## config.mk

```make
export PLATFORM = sky130hd
export DESIGN_NAME = cpcs_core
export DESIGN_NICKNAME = d
export VERILOG_FILES = /design/src/cpcs_pkg.sv /design/src/cpcs_core.sv
export SDC_FILE = /design/constraint.sdc
export NUM_CORES = 1
export LEC_CHECK = 0
export CAP_MARGIN = 0
export CORE_MARGIN = 10
export CORE_UTILIZATION = 55
export DETAILED_ROUTE_END_ITERATION = 10
export DONT_BUFFER_PORTS = 1
export GPL_TIMING_DRIVEN = 0
export PLACE_DENSITY = 0.7
export SYNTH_ARGS = -nofsm -noshare
export SYNTH_HDL_FRONTEND = slang
export SYNTH_SLANG_ARGS = --single-unit
```

## constraint.sdc

```tcl
create_clock -name clk -period 10.3 [get_ports clk]
set_input_delay 1.545 -clock clk [delete_from_list [all_inputs] [get_ports clk]]
set_output_delay 1.545 -clock clk [all_outputs]
set_load 0.02 [all_outputs]
```

## src/cpcs_pkg.sv

```systemverilog
// Package for the core sequencer: opcodes, status bit positions, sizes and state layout.
package cpcs_pkg;
  localparam int PC_W       = 9;
  localparam int PROG_DEPTH = 512;
  localparam int INSN_W     = 16;
  localparam int NREGS      = 32;
  localparam int STACK_DEPTH = 3;
  localparam int IO_AW      = 6;
  localparam logic [5:0] STATUS_ADDR  = 6'h3f;
  localparam logic [5:0] BIT_IO_LIMIT = 6'h1f;
  localparam logic [4:0] POINTER_REG  = 5'h1e;
  localparam logic [8:0] RESET_PC     = 9'h000;
  localparam logic [8:0] IRQ_VECTOR   = 9'h001;
  localparam logic [7:0] STATUS_RESET = 8'h00;
  localparam int SB_I = 7;
  localparam int SB_T = 6;
  localparam int SB_H = 5;
  localparam int SB_S = 4;
  localparam int SB_V = 3;
  localparam int SB_N = 2;
  localparam int SB_Z = 1;
  localparam int SB_C = 0;
  localparam logic [15:0] NOP_WORD = 16'h0000;

  // Instruction classes decoded from the fetched word.
  typedef enum logic [3:0] {
    CPCS_OP_NOP   = 4'b0000,
    CPCS_OP_ADD   = 4'b0001,
    CPCS_OP_SUB   = 4'b0010,
    CPCS_OP_AND   = 4'b0011,
    CPCS_OP_OR    = 4'b0100,
    CPCS_OP_EOR   = 4'b0101,
    CPCS_OP_MOV   = 4'b0110,
    CPCS_OP_IN    = 4'b0111,
    CPCS_OP_OUT   = 4'b1000,
    CPCS_OP_RJMP  = 4'b1001,
    CPCS_OP_RELATIVE_CALL_OP = 4'b1010,
    CPCS_OP_RET   = 4'b1011,
    CPCS_OP_IRQ_EXIT_OP  = 4'b1100,
    CPCS_OP_IOBIT = 4'b1101,
    CPCS_OP_TBIT  = 4'b1110,
    CPCS_OP_LDP   = 4'b1111
  } cpcs_op_e;

  // I/O port towards the peripheral registers.
  typedef struct packed {
    logic       rd;
    logic       wr;
    logic [5:0] addr;
    logic [7:0] wdata;
  } cpcs_io_req_s;

  // Sequencer state; the register file is kept apart.
  typedef struct packed {
    logic [8:0]        pc;
    logic [15:0]       insn;
    logic              flush;
    logic [2:0][8:0]   stack;
    logic [7:0]        status;
    logic              io_skip_pending;
  } cpcs_state_s;
endpackage : cpcs_pkg

```

## src/cpcs_core.sv

```systemverilog
// Core sequencer: fetch/execute pipeline, register file, ALU, return stack, status.
// Word encoding (this core's own): [15:12] class, [8:4] destination,
// [3:0]+[9] source or bit fields, [11:0] signed offset for relative ops,
// [10:5] port address for port ops, [2:0] bit index for bit ops.
`timescale 1ns/1ps
module cpcs_core
  import cpcs_pkg::*;
#(
  parameter int PROG_WORDS = PROG_DEPTH
)(
  input  wire logic                    clk,
  input  wire logic                    rst,
  output cpcs_pkg::cpcs_io_req_s       io_req,
  input  wire logic [7:0]              io_rdata,
  input  wire logic                    irq_pending,
  output logic                         irq_ack,
  output logic [8:0]                   prog_addr,
  input  wire logic [15:0]             prog_word,
  output logic [7:0]                   status_flags
);
  import cpcs_pkg::*;

  initial
  begin
    if (PROG_WORDS != PROG_DEPTH)
      $error("cpcs_core: program store must be 512 words");
  end

  cpcs_state_s cur;
  cpcs_state_s nxt;
  logic [7:0]  regs [NREGS];

  // Decode fields of the word now executing.
  cpcs_op_e    op;
  logic [4:0]  rd_idx;
  logic [4:0]  rr_idx;
  logic [5:0]  io_a;
  logic [2:0]  bsel;
  logic [8:0]  offs;
  logic [7:0]  opd;
  logic [7:0]  opr;
  logic [7:0]  ptr;
  logic [8:0]  sum9;
  logic [7:0]  res;
  logic        wr_en;
  logic [4:0]  wr_idx;
  logic        io_ok;
  logic        take_irq;
  logic [7:0]  next_status;

  assign op     = cpcs_op_e'(cur.insn[15:12]);
  assign rd_idx = cur.insn[8:4];
  assign rr_idx = {cur.insn[9], cur.insn[3:0]};
  assign io_a   = cur.insn[10:5];
  assign bsel   = cur.insn[2:0];
  assign offs   = cur.insn[8:0]; // 12-bit offset wraps within 9-bit space.
  assign opd    = regs[rd_idx];
  assign opr    = regs[rr_idx];
  assign ptr    = regs[POINTER_REG];
  assign io_ok  = (io_a <= BIT_IO_LIMIT);

  // Interrupt taken only with the gate open and no flushed slot.
  assign take_irq = irq_pending && cur.status[SB_I] && !cur.flush;
  assign irq_ack  = take_irq;

  // Port request comes straight from the executing word.
  always_comb
  begin
    io_req       = '0;
    io_req.addr  = io_a;
    if (!cur.flush && !take_irq)
    begin
      unique case (op)
        CPCS_OP_IN:    io_req.rd = 1'b1;
        CPCS_OP_OUT:
        begin
          io_req.wr    = 1'b1;
          io_req.wdata = opd;
        end
        CPCS_OP_IOBIT:
        begin
          io_req.rd = io_ok;
          io_req.wr = io_ok && !cur.insn[11];
          io_req.wdata = cur.insn[3] ? (io_rdata | (8'h01 << bsel))
                                     : (io_rdata & ~(8'h01 << bsel));
        end
        default: ;
      endcase
    end
  end

  // ALU and result selection, one cycle register to register.
  always_comb
  begin
    sum9        = 9'h000;
    res         = opd;
    wr_en       = 1'b0;
    wr_idx      = rd_idx;
    next_status = cur.status;
    if (!cur.flush && !take_irq)
    begin
      unique case (op)
        CPCS_OP_ADD, CPCS_OP_SUB:
        begin
          sum9 = (op == CPCS_OP_ADD) ? ({1'b0, opd} + {1'b0, opr})
                                     : ({1'b0, opd} - {1'b0, opr});
          res  = sum9[7:0];
          wr_en = 1'b1;
          next_status[SB_C] = sum9[8];
          next_status[SB_H] = (op == CPCS_OP_ADD)
            ? ((opd[3] & opr[3]) | (opr[3] & ~res[3]) | (~res[3] & opd[3]))
            : ((~opd[3] & opr[3]) | (opr[3] & res[3]) | (res[3] & ~opd[3]));
          next_status[SB_V] = (op == CPCS_OP_ADD)
            ? ((opd[7] == opr[7]) && (res[7] != opd[7]))
            : ((opd[7] != opr[7]) && (res[7] != opd[7]));
        end
        CPCS_OP_AND, CPCS_OP_OR, CPCS_OP_EOR:
        begin
          res = (op == CPCS_OP_AND) ? (opd & opr)
              : (op == CPCS_OP_OR)  ? (opd | opr) : (opd ^ opr);
          wr_en = 1'b1;
          next_status[SB_V] = 1'b0;
        end
        CPCS_OP_MOV:
        begin
          res   = opr;
          wr_en = 1'b1;
        end
        CPCS_OP_LDP:
        begin
          res    = opd;
          wr_idx = ptr[4:0];
          wr_en  = 1'b1;
        end
        CPCS_OP_IN:
        begin
          res   = (io_a == STATUS_ADDR) ? cur.status : io_rdata;
          wr_en = 1'b1;
        end
        CPCS_OP_OUT:
        begin
          if (io_a == STATUS_ADDR)
            next_status = opd;
        end
        CPCS_OP_TBIT:
        begin
          if (cur.insn[11])
          begin
            res = opd;
            res[bsel] = cur.status[SB_T];
            wr_en = 1'b1;
          end
          else
            next_status[SB_T] = opd[bsel];
        end
        CPCS_OP_IRQ_EXIT_OP: next_status[SB_I] = 1'b1;
        default: ;
      endcase
      if (op inside {CPCS_OP_ADD, CPCS_OP_SUB, CPCS_OP_AND, CPCS_OP_OR, CPCS_OP_EOR})
      begin
        next_status[SB_N] = res[7];
        next_status[SB_Z] = (res == 8'h00);
      end
    end
    if (take_irq)
      next_status[SB_I] = 1'b0;
    next_status[SB_S] = next_status[SB_N] ^ next_status[SB_V];
  end

  // Sequencing: next PC, stack and flush of the prefetched word.
  always_comb
  begin
    nxt        = cur;
    nxt.status = next_status;
    nxt.flush  = 1'b0;
    nxt.insn   = prog_word;
    nxt.pc     = 9'(cur.pc + 9'd1);
    if (take_irq)
    begin
      nxt.stack = {cur.stack[1], cur.stack[0], 9'(cur.pc - 9'd1)};
      nxt.pc    = IRQ_VECTOR;
      nxt.flush = 1'b1;
    end
    else if (!cur.flush)
    begin
      unique case (op)
        CPCS_OP_RJMP, CPCS_OP_RELATIVE_CALL_OP:
        begin
          // Executing word sits at pc-1, so target is its address plus offset plus one.
          nxt.pc    = 9'(cur.pc + offs);
          nxt.flush = 1'b1;
          if (op == CPCS_OP_RELATIVE_CALL_OP)
            nxt.stack = {cur.stack[1], cur.stack[0], cur.pc};
        end
        CPCS_OP_RET, CPCS_OP_IRQ_EXIT_OP:
        begin
          nxt.pc    = cur.stack[0];
          nxt.stack = {cur.stack[2], cur.stack[2], cur.stack[1]};
          nxt.flush = 1'b1;
        end
        CPCS_OP_IOBIT:
        begin
          if (cur.insn[11] && io_ok && (io_rdata[bsel] == cur.insn[3]))
            nxt.flush = 1'b1;
        end
        default: ;
      endcase
    end
  end

  // State register clocked straight from the system clock.
  always_ff @(posedge clk)
  begin
    if (rst)
    begin
      cur <= '{pc: RESET_PC, insn: NOP_WORD, flush: 1'b1, stack: '0,
               status: STATUS_RESET, io_skip_pending: 1'b0};
    end
    else
      cur <= nxt;
  end

  // Register file write port, all 32 entries reachable.
  always_ff @(posedge clk)
  begin
    if (wr_en)
      regs[wr_idx] <= res;
  end

  assign prog_addr    = cur.pc;
  assign status_flags = cur.status;

  a_irq_gate: assert property (@(posedge clk) disable iff (rst)
    irq_ack |-> $past(1'b1) && cur.status[SB_I]) else $error("irq with gate closed");
  a_irq_clears: assert property (@(posedge clk) disable iff (rst)
    irq_ack |=> !cur.status[SB_I]) else $error("gate not cleared");
  a_sign_bit: assert property (@(posedge clk) disable iff (rst)
    cur.status[SB_S] == (cur.status[SB_N] ^ cur.status[SB_V]))
    else $error("sign bit mismatch");
  a_call_push: assert property (@(posedge clk) disable iff (rst)
    (!cur.flush && !take_irq && op == CPCS_OP_RELATIVE_CALL_OP) |=>
      cur.stack[0] == $past(cur.pc) && cur.stack[2] == $past(cur.stack[1]))
    else $error("call push wrong");
  a_ret_pop: assert property (@(posedge clk) disable iff (rst)
    (!cur.flush && !take_irq && op == CPCS_OP_RET) |=>
      cur.pc == $past(cur.stack[0]) && cur.stack[0] == $past(cur.stack[1]))
    else $error("return pop wrong");
  a_rel_target: assert property (@(posedge clk) disable iff (rst)
    (!cur.flush && !take_irq && op == CPCS_OP_RJMP) |=>
      cur.pc == 9'($past(cur.pc) + $past(offs)) && cur.flush)
    else $error("relative target wrong");
  a_bit_range: assert property (@(posedge clk) disable iff (rst)
    (io_req.wr && op == CPCS_OP_IOBIT) |-> io_a <= BIT_IO_LIMIT)
    else $error("bit op above port limit");
  a_irq_exit_op_sets: assert property (@(posedge clk) disable iff (rst)
    (!cur.flush && !take_irq && op == CPCS_OP_IRQ_EXIT_OP) |=> cur.status[SB_I])
    else $error("gate not set on return");
  a_pc_step: assert property (@(posedge clk) disable iff (rst)
    (!cur.flush && !take_irq && op == CPCS_OP_ADD) |=>
      cur.pc == 9'($past(cur.pc) + 9'd1) && !cur.flush)
    else $error("fetch did not advance");

  // Interrupt entry vectors, flushes and saves the preempted word address.
  a_irq_vector: assert property (@(posedge clk) disable iff (rst)
    irq_ack |=> cur.pc == IRQ_VECTOR && cur.flush && cur.stack[0] == 9'($past(cur.pc) - 9'd1))
    else $error("interrupt entry wrong");

  // Interrupt return reloads the PC and moves the deeper levels up.
  a_irq_exit_op_pop: assert property (@(posedge clk) disable iff (rst)
    (!cur.flush && !take_irq && op == CPCS_OP_IRQ_EXIT_OP) |=>
      cur.pc == $past(cur.stack[0]) && cur.stack[1] == $past(cur.stack[2]))
    else $error("interrupt return pop wrong");

  // A call jumps like a relative jump and pushes level 0 down.
  a_call_target: assert property (@(posedge clk) disable iff (rst)
    (!cur.flush && !take_irq && op == CPCS_OP_RELATIVE_CALL_OP) |=>
      cur.pc == 9'($past(cur.pc) + $past(offs)) && cur.stack[1] == $past(cur.stack[0]))
    else $error("call target wrong");

  // A bit set or clear always reads the port it writes back.
  a_bit_rmw: assert property (@(posedge clk) disable iff (rst)
    (io_req.wr && op == CPCS_OP_IOBIT) |-> io_req.rd)
    else $error("bit write without read");

  // A discarded slot or an interrupt entry never touches a port.
  a_flush_quiet: assert property (@(posedge clk) disable iff (rst)
    (cur.flush || take_irq) |-> !io_req.rd && !io_req.wr)
    else $error("port access in dead slot");

  // With the gate closed no interrupt is acknowledged.
  a_gate_blocks: assert property (@(posedge clk) disable iff (rst)
    !cur.status[SB_I] |-> !irq_ack)
    else $error("interrupt through closed gate");

  // A two-register add lands in the destination one cycle later.
  a_alu_onecycle: assert property (@(posedge clk) disable iff (rst)
    (!cur.flush && !take_irq && op == CPCS_OP_ADD) |=> regs[$past(rd_idx)] == $past(res))
    else $error("alu result not written");

  // Bit extract copies the chosen register bit into the holding bit.
  a_extract_t: assert property (@(posedge clk) disable iff (rst)
    (!cur.flush && !take_irq && op == CPCS_OP_TBIT && !cur.insn[11]) |=>
      cur.status[SB_T] == $past(opd[bsel]))
    else $error("bit extract wrong");

  // A met skip condition discards the prefetched word.
  a_skip_drop: assert property (@(posedge clk) disable iff (rst)
    (!cur.flush && !take_irq && op == CPCS_OP_IOBIT && cur.insn[11] && io_ok &&
      (io_rdata[bsel] == cur.insn[3])) |=> cur.flush)
    else $error("skip not taken");

  // Pointer store writes the register that the pointer selects.
  a_pointer_write: assert property (@(posedge clk) disable iff (rst)
    (!cur.flush && !take_irq && op == CPCS_OP_LDP) |=> regs[$past(ptr[4:0])] == $past(opd))
    else $error("pointer store wrong");

  // A status write keeps the flags given, with the sign bit recomputed.
  a_status_out: assert property (@(posedge clk) disable iff (rst)
    (!cur.flush && !take_irq && op == CPCS_OP_OUT && io_a == STATUS_ADDR) |=>
      cur.status[3:0] == $past(opd[3:0]) && cur.status[7:5] == $past(opd[7:5]))
    else $error("status write wrong");

  // Plain ALU words leave the return stack alone.
  a_stack_hold: assert property (@(posedge clk) disable iff (rst)
    (!cur.flush && !take_irq && op == CPCS_OP_ADD) |=> $stable(cur.stack))
    else $error("stack disturbed");
endmodule // cpcs_core

```

# After elaboration in Yosys (flattened, before gate mapping)

Memories as Yosys holds them, arrays and structs flattened. A register that Yosys moved wholly into a read port is not among the register bits.
Index checks and enable logic that the tools add are counted.

Input port bits: 27
Memory bits (writable): 256
Logic and storage cells: 152
Register bits: 61
Memories kept: 1

Memory list:

| memory | depth | width | rd ports | clocked after memory_dff | wr ports | line            | source |
|---|---|---|---|---|---|---|---|
| regs   | 32    | 8     | 3        | 2                        | 1        | cpcs_core.sv:31 | `logic [7:0] regs [NREGS];` |

Bitwise gates (word level): 19
Equal/unequal tests: 25
Shift-type cells: 1
Reductions and logical operators: 35
Muxes and demuxes: 51
Add/sub/neg operators: 5
$lt $le $gt $ge: 3

Operators by type and width:

| operator              | number |
|---|---|
| $mux W8               | 9 |
| $mux W27              | 2 |
| $pmux W27 S2          | 1 |
| $pmux W8 S5           | 1 |
| $eq A4 B4 Y1 const B  | 8 |
| $mux W28              | 1 |
| $mux W5               | 4 |
| $mux W9               | 2 |
| $pmux W9 S2           | 1 |
| $and A8 B8 Y8         | 2 |
| $eq A4 B3 Y1 const B  | 4 |
| $or A8 B8 Y8          | 2 |
| $pmux W1 S2           | 8 |
| $pmux W8 S2           | 1 |
| $reduce_bool A2 Y1    | 7 |
| $mux W1               | 12 |
| $reduce_and A3 Y1     | 4 |
| $add A8 B8 Y9         | 1 |
| $add A9 B1 Y9 const B | 1 |
| $add A9 B9 Y9         | 1 |
| $logic_and A1 B1 Y1   | 9 |
| $sub A8 B8 Y9         | 1 |
| $sub A9 B1 Y9 const B | 1 |
| $bwmux W8             | 1 |
| 32 further kinds      | 55 |

# Logic depth before layout (Yosys ltp)

Depth after elaboration: 12
Depth in mapped cells: 24
Gate-level depth less buffers: 19

# Worst setup path before layout

OpenSTA, ideal clock, no wires.

Path kind: reg2reg
Start point: register cur, in the netlist bsel[0]
End point: memory regs[0][7] (data pin)
Required time: 9.923 ns
Setup time: 0.377 ns
Arrival: 5.051 ns
Slack: 4.872 ns
Stages on the path, launching flop included: 22
Cells stage by stage: dfxtp_1 -> buf_6 -> buf_12 -> buf_12 -> buf_6 -> buf_2 -> mux4_2 -> o211ai_1 -> and4_1 -> ha_1 -> a31oi_1 -> xnor2_1 -> ha_1 -> nand3_1 -> o22ai_1 -> o41ai_1 -> xor2_1 -> o21ai_0 -> nor3_1 -> a211oi_1 -> nor2_1 -> a21oi_1

Longest elaborated chain between the ends: 9
Elaborated cells between the ends (all ways): 10
Classes of those cells: 2 x order compare; 7 x mux; 1 x reduce/logical

RTL lines:

| item                                                               | line             | source |
|---|---|---|
| start, declared                                                    | cpcs_core.sv:29  | `cpcs_state_s cur;` |
| start signal, assigned                                             | cpcs_core.sv:216 | `cur <= '{pc: RESET_PC, insn: NOP_WORD, flush: 1'b1, stack: '0,` |
| start signal, assigned                                             | cpcs_core.sv:220 | `cur <= nxt;` |
| $lt A3 B4 Y1 (implied by the code) or $ge A3 B1 Y1 (tied branches) | cpcs_core.sv:150 | `res[bsel] = cur.status[SB_T];` |
| $logic_and A1 B1 Y1 (implied by the code)                          | cpcs_core.sv:150 |  |
| $mux W1 (implied by the code)                                      | cpcs_core.sv:150 |  |
| $demux W1 S3 *                                                     | cpcs_core.sv:150 |  |
| $bwmux W8 *                                                        | cpcs_core.sv:150 |  |
| $mux W8 *                                                          | cpcs_core.sv:147 | `if (cur.insn[11])` |
| $pmux W8 S5 *                                                      | cpcs_core.sv:102 | `unique case (op)` |
| $mux W8 * (2 in a row)                                             | cpcs_core.sv:100 | `if (!cur.flush && !take_irq)` |
| named net res[7]                                                   | cpcs_core.sv:44  | `logic [7:0] res;` |
| end, declared                                                      | cpcs_core.sv:31  |  |

Mark *: on every way through the listed nets, which the timed path passes. The rest lies on a longest branch. The select of a mux whose other input is x is not followed.

==> results.json <==
{
  "outcome": "complete, no violations",
  "drv_cap": 0,
  "dieHeight_um": 199,
  "hold_path.class": "reg2reg",
  "hold_buffers": 0,
  "ys_async_sr_fraction_pct": 0,
  "top_layer_used": "met5",
  "postPlaceCellArea_um2": 18200,
  "place.gp.congestion": 1.06,
  "crit_fanout": 17,
  "yosys_register_bits": 317,
  "post-route-period-util_pct": 71.5,
  "worstPathArrival_ps": 7730,
  "post_cts_buffers": 0,
  "synth_mux_area_share_pct": 18.4,
  "synthCells": 1458,
  "io_pins": 61,
  "worstSetupStartpointType": "flop",
  "clk_latency_ps": 550,
  "p_sw_share_pct": 28.4,
  "ctsResizeCount": 0,
  "crit_path_end_kind": "flop",
  "ant_nets": 0,
  "synth-main-ff-cell": "edfxtp_1",
  "grt_first_pass_wirelength_um": 87300,
  "met2_length_um": 27900,
  "intPower_w": 0.00231,
  "dr.pass1.iters": 9,
  "synth_adder_area_share_pct": 2.78,
  "drt_iter0_markers": 1839,
  "clock_skew_ps": 29.6,
  "crit_start": "cur[40]",
  "stdcell_area_um2": 19300,
  "peakVddDrop_mv": 0.150,
  "drcViolationCount": 0,
  "synth-simple-area-share_pct": 10.6,
  "finalSetupViolCount": 0,
  "worst_pin_slew_ps": 1390,
  "max_freq_ghz": 0.136,
  "cts_sinks": 317,
  "clkTransAtPathRegs_ps": 60,
  "cp_data_required_time_ps": 10670,
  "dpl.hpwl_um": 43400,
  "syn_area_um2": 17600,
  "ys_warn_count": 0,
  "synth_xor_area_share_pct": 1.45,
  "grt_antenna_before_repair": 1,
  "synth_top_family_by_area": "multiplexers",
  "core_area_um2": 31600,
  "setup-tns-final_ps": 0,
  "pwr-share-seq_pct": 45.4,
  "grt_pass1_vias": 12918,
  "grt_usage_pct": 30.6,
  "vias_per_cell": 7.02,
  "cts_made_buffers": 36,
  "wl_met1_um": 22200,
  "wl_per_cell_um": 31.7,
  "die_w_um": 199,
  "cp_slowest_cell": "buf_1",
  "vias": 13534,
  "leakage_nw": 6.44,
  "htreeDepth": 2,
  "ys_seq_area_share_pct": 50.7,
  "syn-num-nets": 1522,
  "cpPeakStageDelay_ps": 760,
  "combPwrFrac_pct": 17.3,
  "num_rows": 65,
  "synth_edf_count": 256,
  "io_buffers": 0,
  "reg2reg_from": "cur[40]",
  "synth_cell_type_count": 77,
  "drt-total-wl_um": 61000,
  "slew_viol_final": 0,
  "synth_compound_area_share_pct": 11.7,
  "dieArea_um2": 39500,
  "grt_overflow": 0,
  "pwr-share-clk_pct": 37.3,
  "slew_headroom_pct": 6.48,
  "rsz0062_at_grt": "false",
  "tritoncts": "yes",
  "powerDensity_nw_per_um2": 167,
  "final_nets": 1566,
  "cts_buffer_depth": 3,
  "avgSynthCellArea_um2": 12.0,
  "syn_to_final_growth_pct": 9.66,
  "path_cells": "buf_2 > buf_2 > buf_1 > buf_1 > mux4_2 > o211ai_1 > and4_1 > ha_1 > nor2_1 > a21oi_1 > ha_1 > a21oi_1 > o22ai_1 > o41ai_1 > xor2_1 > o21ai_0 > nor3b_1 > a211oi_1 > nor2_1 > a21oi_2 > buf_8",
  "wl_met3_um": 7370,
  "p_sw_w": 0.000914,
  "diodes": 0,
  "fin_crit_ps": 7360,
  "grt_max_degree": 33,
  "initial_core_util_pct": 55.6,
  "clockRootBuffer": "clkbuf_16",
  "drive_above_1_share_pct": 14.7,
  "worstSetupPathType": "reg2reg",
  "finalHoldViolations": 0,
  "min_from": "cur[9]"
}
-- cells in the mapped netlist (10+ instances only) --
master      n  area [um^2]
xnor2_1    23          201
mux4_2     88         1980
o21ai_0    57          285
edfxtp_1  256         7690
nor2b_1    30          188
clkbuf_1   56          210
nor2_1    156          586
nor3_1     33          165
buf_2      18         90.1
a22oi_1    27          203
nand3_1    27          135
buf_4      27          203
dfxtp_1    61         1220
inv_1      34          128
nand2b_1   19          119
buf_1      12         45.0
a21oi_1    90          450
mux2i_1   105         1050
a31oi_1    12         75.1
ha_1       35          438
o22ai_1    16          100
nand2_1    94          353
a211oi_1   18          135
a221oi_1   10         87.6
-- power groups by stage --
| stage | logic [W] | registers (W) | clock network [W] |
|---|---|---|---|
| 4_1_cts | 0.000541 | 0.00146 | 0.00120 |
| 3_3_place_gp | 0.000515 | 0.00149 | 0 |
| 3_5_place_dp | 0.000539 | 0.00149 | 0 |
| 2_1_floorplan | 0.000348 | 0.00148 | 0 |
| 5_1_grt | 0.000589 | 0.00146 | 0.00126 |
| 6_report | 0.000558 | 0.00146 | 0.00120 |
-- flip-flops by register name, summed over array words and instances, names as in the netlist --
| signal | count |
|---|---|
| bsel | 3 |
| cur | 35 |
| io_req | 6 |
| prog_addr | 9 |
| regs | 256 |
| status_flags | 8 |
-- final timing paths --
kind	to	slack [ps]	depth (start not counted)
worst min-delay path	prog_addr[0]	490	2
worst max register to register	regs[13][7]	2940	21
worst min register to register	prog_addr[0]	490	2
worst max-delay path	regs[13][7]	2940	21
-- cells in the final DEF, fill, tap and decap left out, drive strengths merged, types with 8 or more instances in the layout --
master,instances
a211oi,18
a21oi,90
a221oi,10
a222oi,8
a22oi,27
a31oi,12
and2,8
buf,68
clkbuf,103
clkinv,13
dfxtp,61
edfxtp,256
ha,35
inv,37
mux2i,106
mux4,92
nand2,94
nand2b,19
nand3,27
nor2,156
nor2b,30
nor3,33
o211ai,8
o21ai,64
o22ai,16
or2,8
xnor2,23
-- metal layers --
layer  global-route usage (%)  vias to the layer above
li1                         -                     5678
met1                     39.1                     6633
met2                     48.0                     1026
met3                     6.59                      195
met4                     16.6                        2
met5                        0                        -
-- final cells by class --
type                       count  area [um^2]
fill                        2550        12300
sequential                   317         8910
multi-input combinational    986         7920
clock buffer                  47          986
buffer                       118          622
tap                          402          503
inverter                      37          139
clock inverter                15         97.6
timing repair buffer           6         80.1
-- critical path, delay by kind of cell, from the launching register on --
| kind | cells | cell delay (ps) |
|---|---|---|
| compound gates | 8 | 2450 |
| xor+xnor | 1 | 230 |
| fa+ha+maj | 2 | 630 |
| buf+inv | 5 | 2390 |
| flops | 1 | 330 |
| mux | 1 | 410 |
| simple gates | 4 | 710 |
-- cells by family (layout without fill, tap and decap cells) --
| logic type | after synthesis | count (layout) |
|---|---|---|
| buffers and inverters | 155 | 223 |
| XOR/XNOR | 29 | 29 |
| multiplexers | 204 | 204 |
| flip-flops | 317 | 317 |
| AND/OR/NAND/NOR | 403 | 403 |
| AO/OA/AOI/OAI | 312 | 312 |
| adder cells (fa/ha/maj) | 38 | 38 |
-- through the flow --
stage | hold WS (ps) | util (%) | total power [W] | setup WS (ps) | cells
floorplan | 449 | - | 0.00183 | 4870 | 1458
CTS | 494 | 61.0 | 0.00321 | 3160 | 1927
global placement | 474 | 57.2 | 0.00201 | 1560 | 1860
finish | 489 | 61.0 | 0.00322 | 2940 | 1928
global route | 515 | 61.0 | 0.00331 | 2610 | 1928
detailed placement | 483 | 57.6 | 0.00203 | 3180 | 1865
Power figures use the tool's default switching activity.
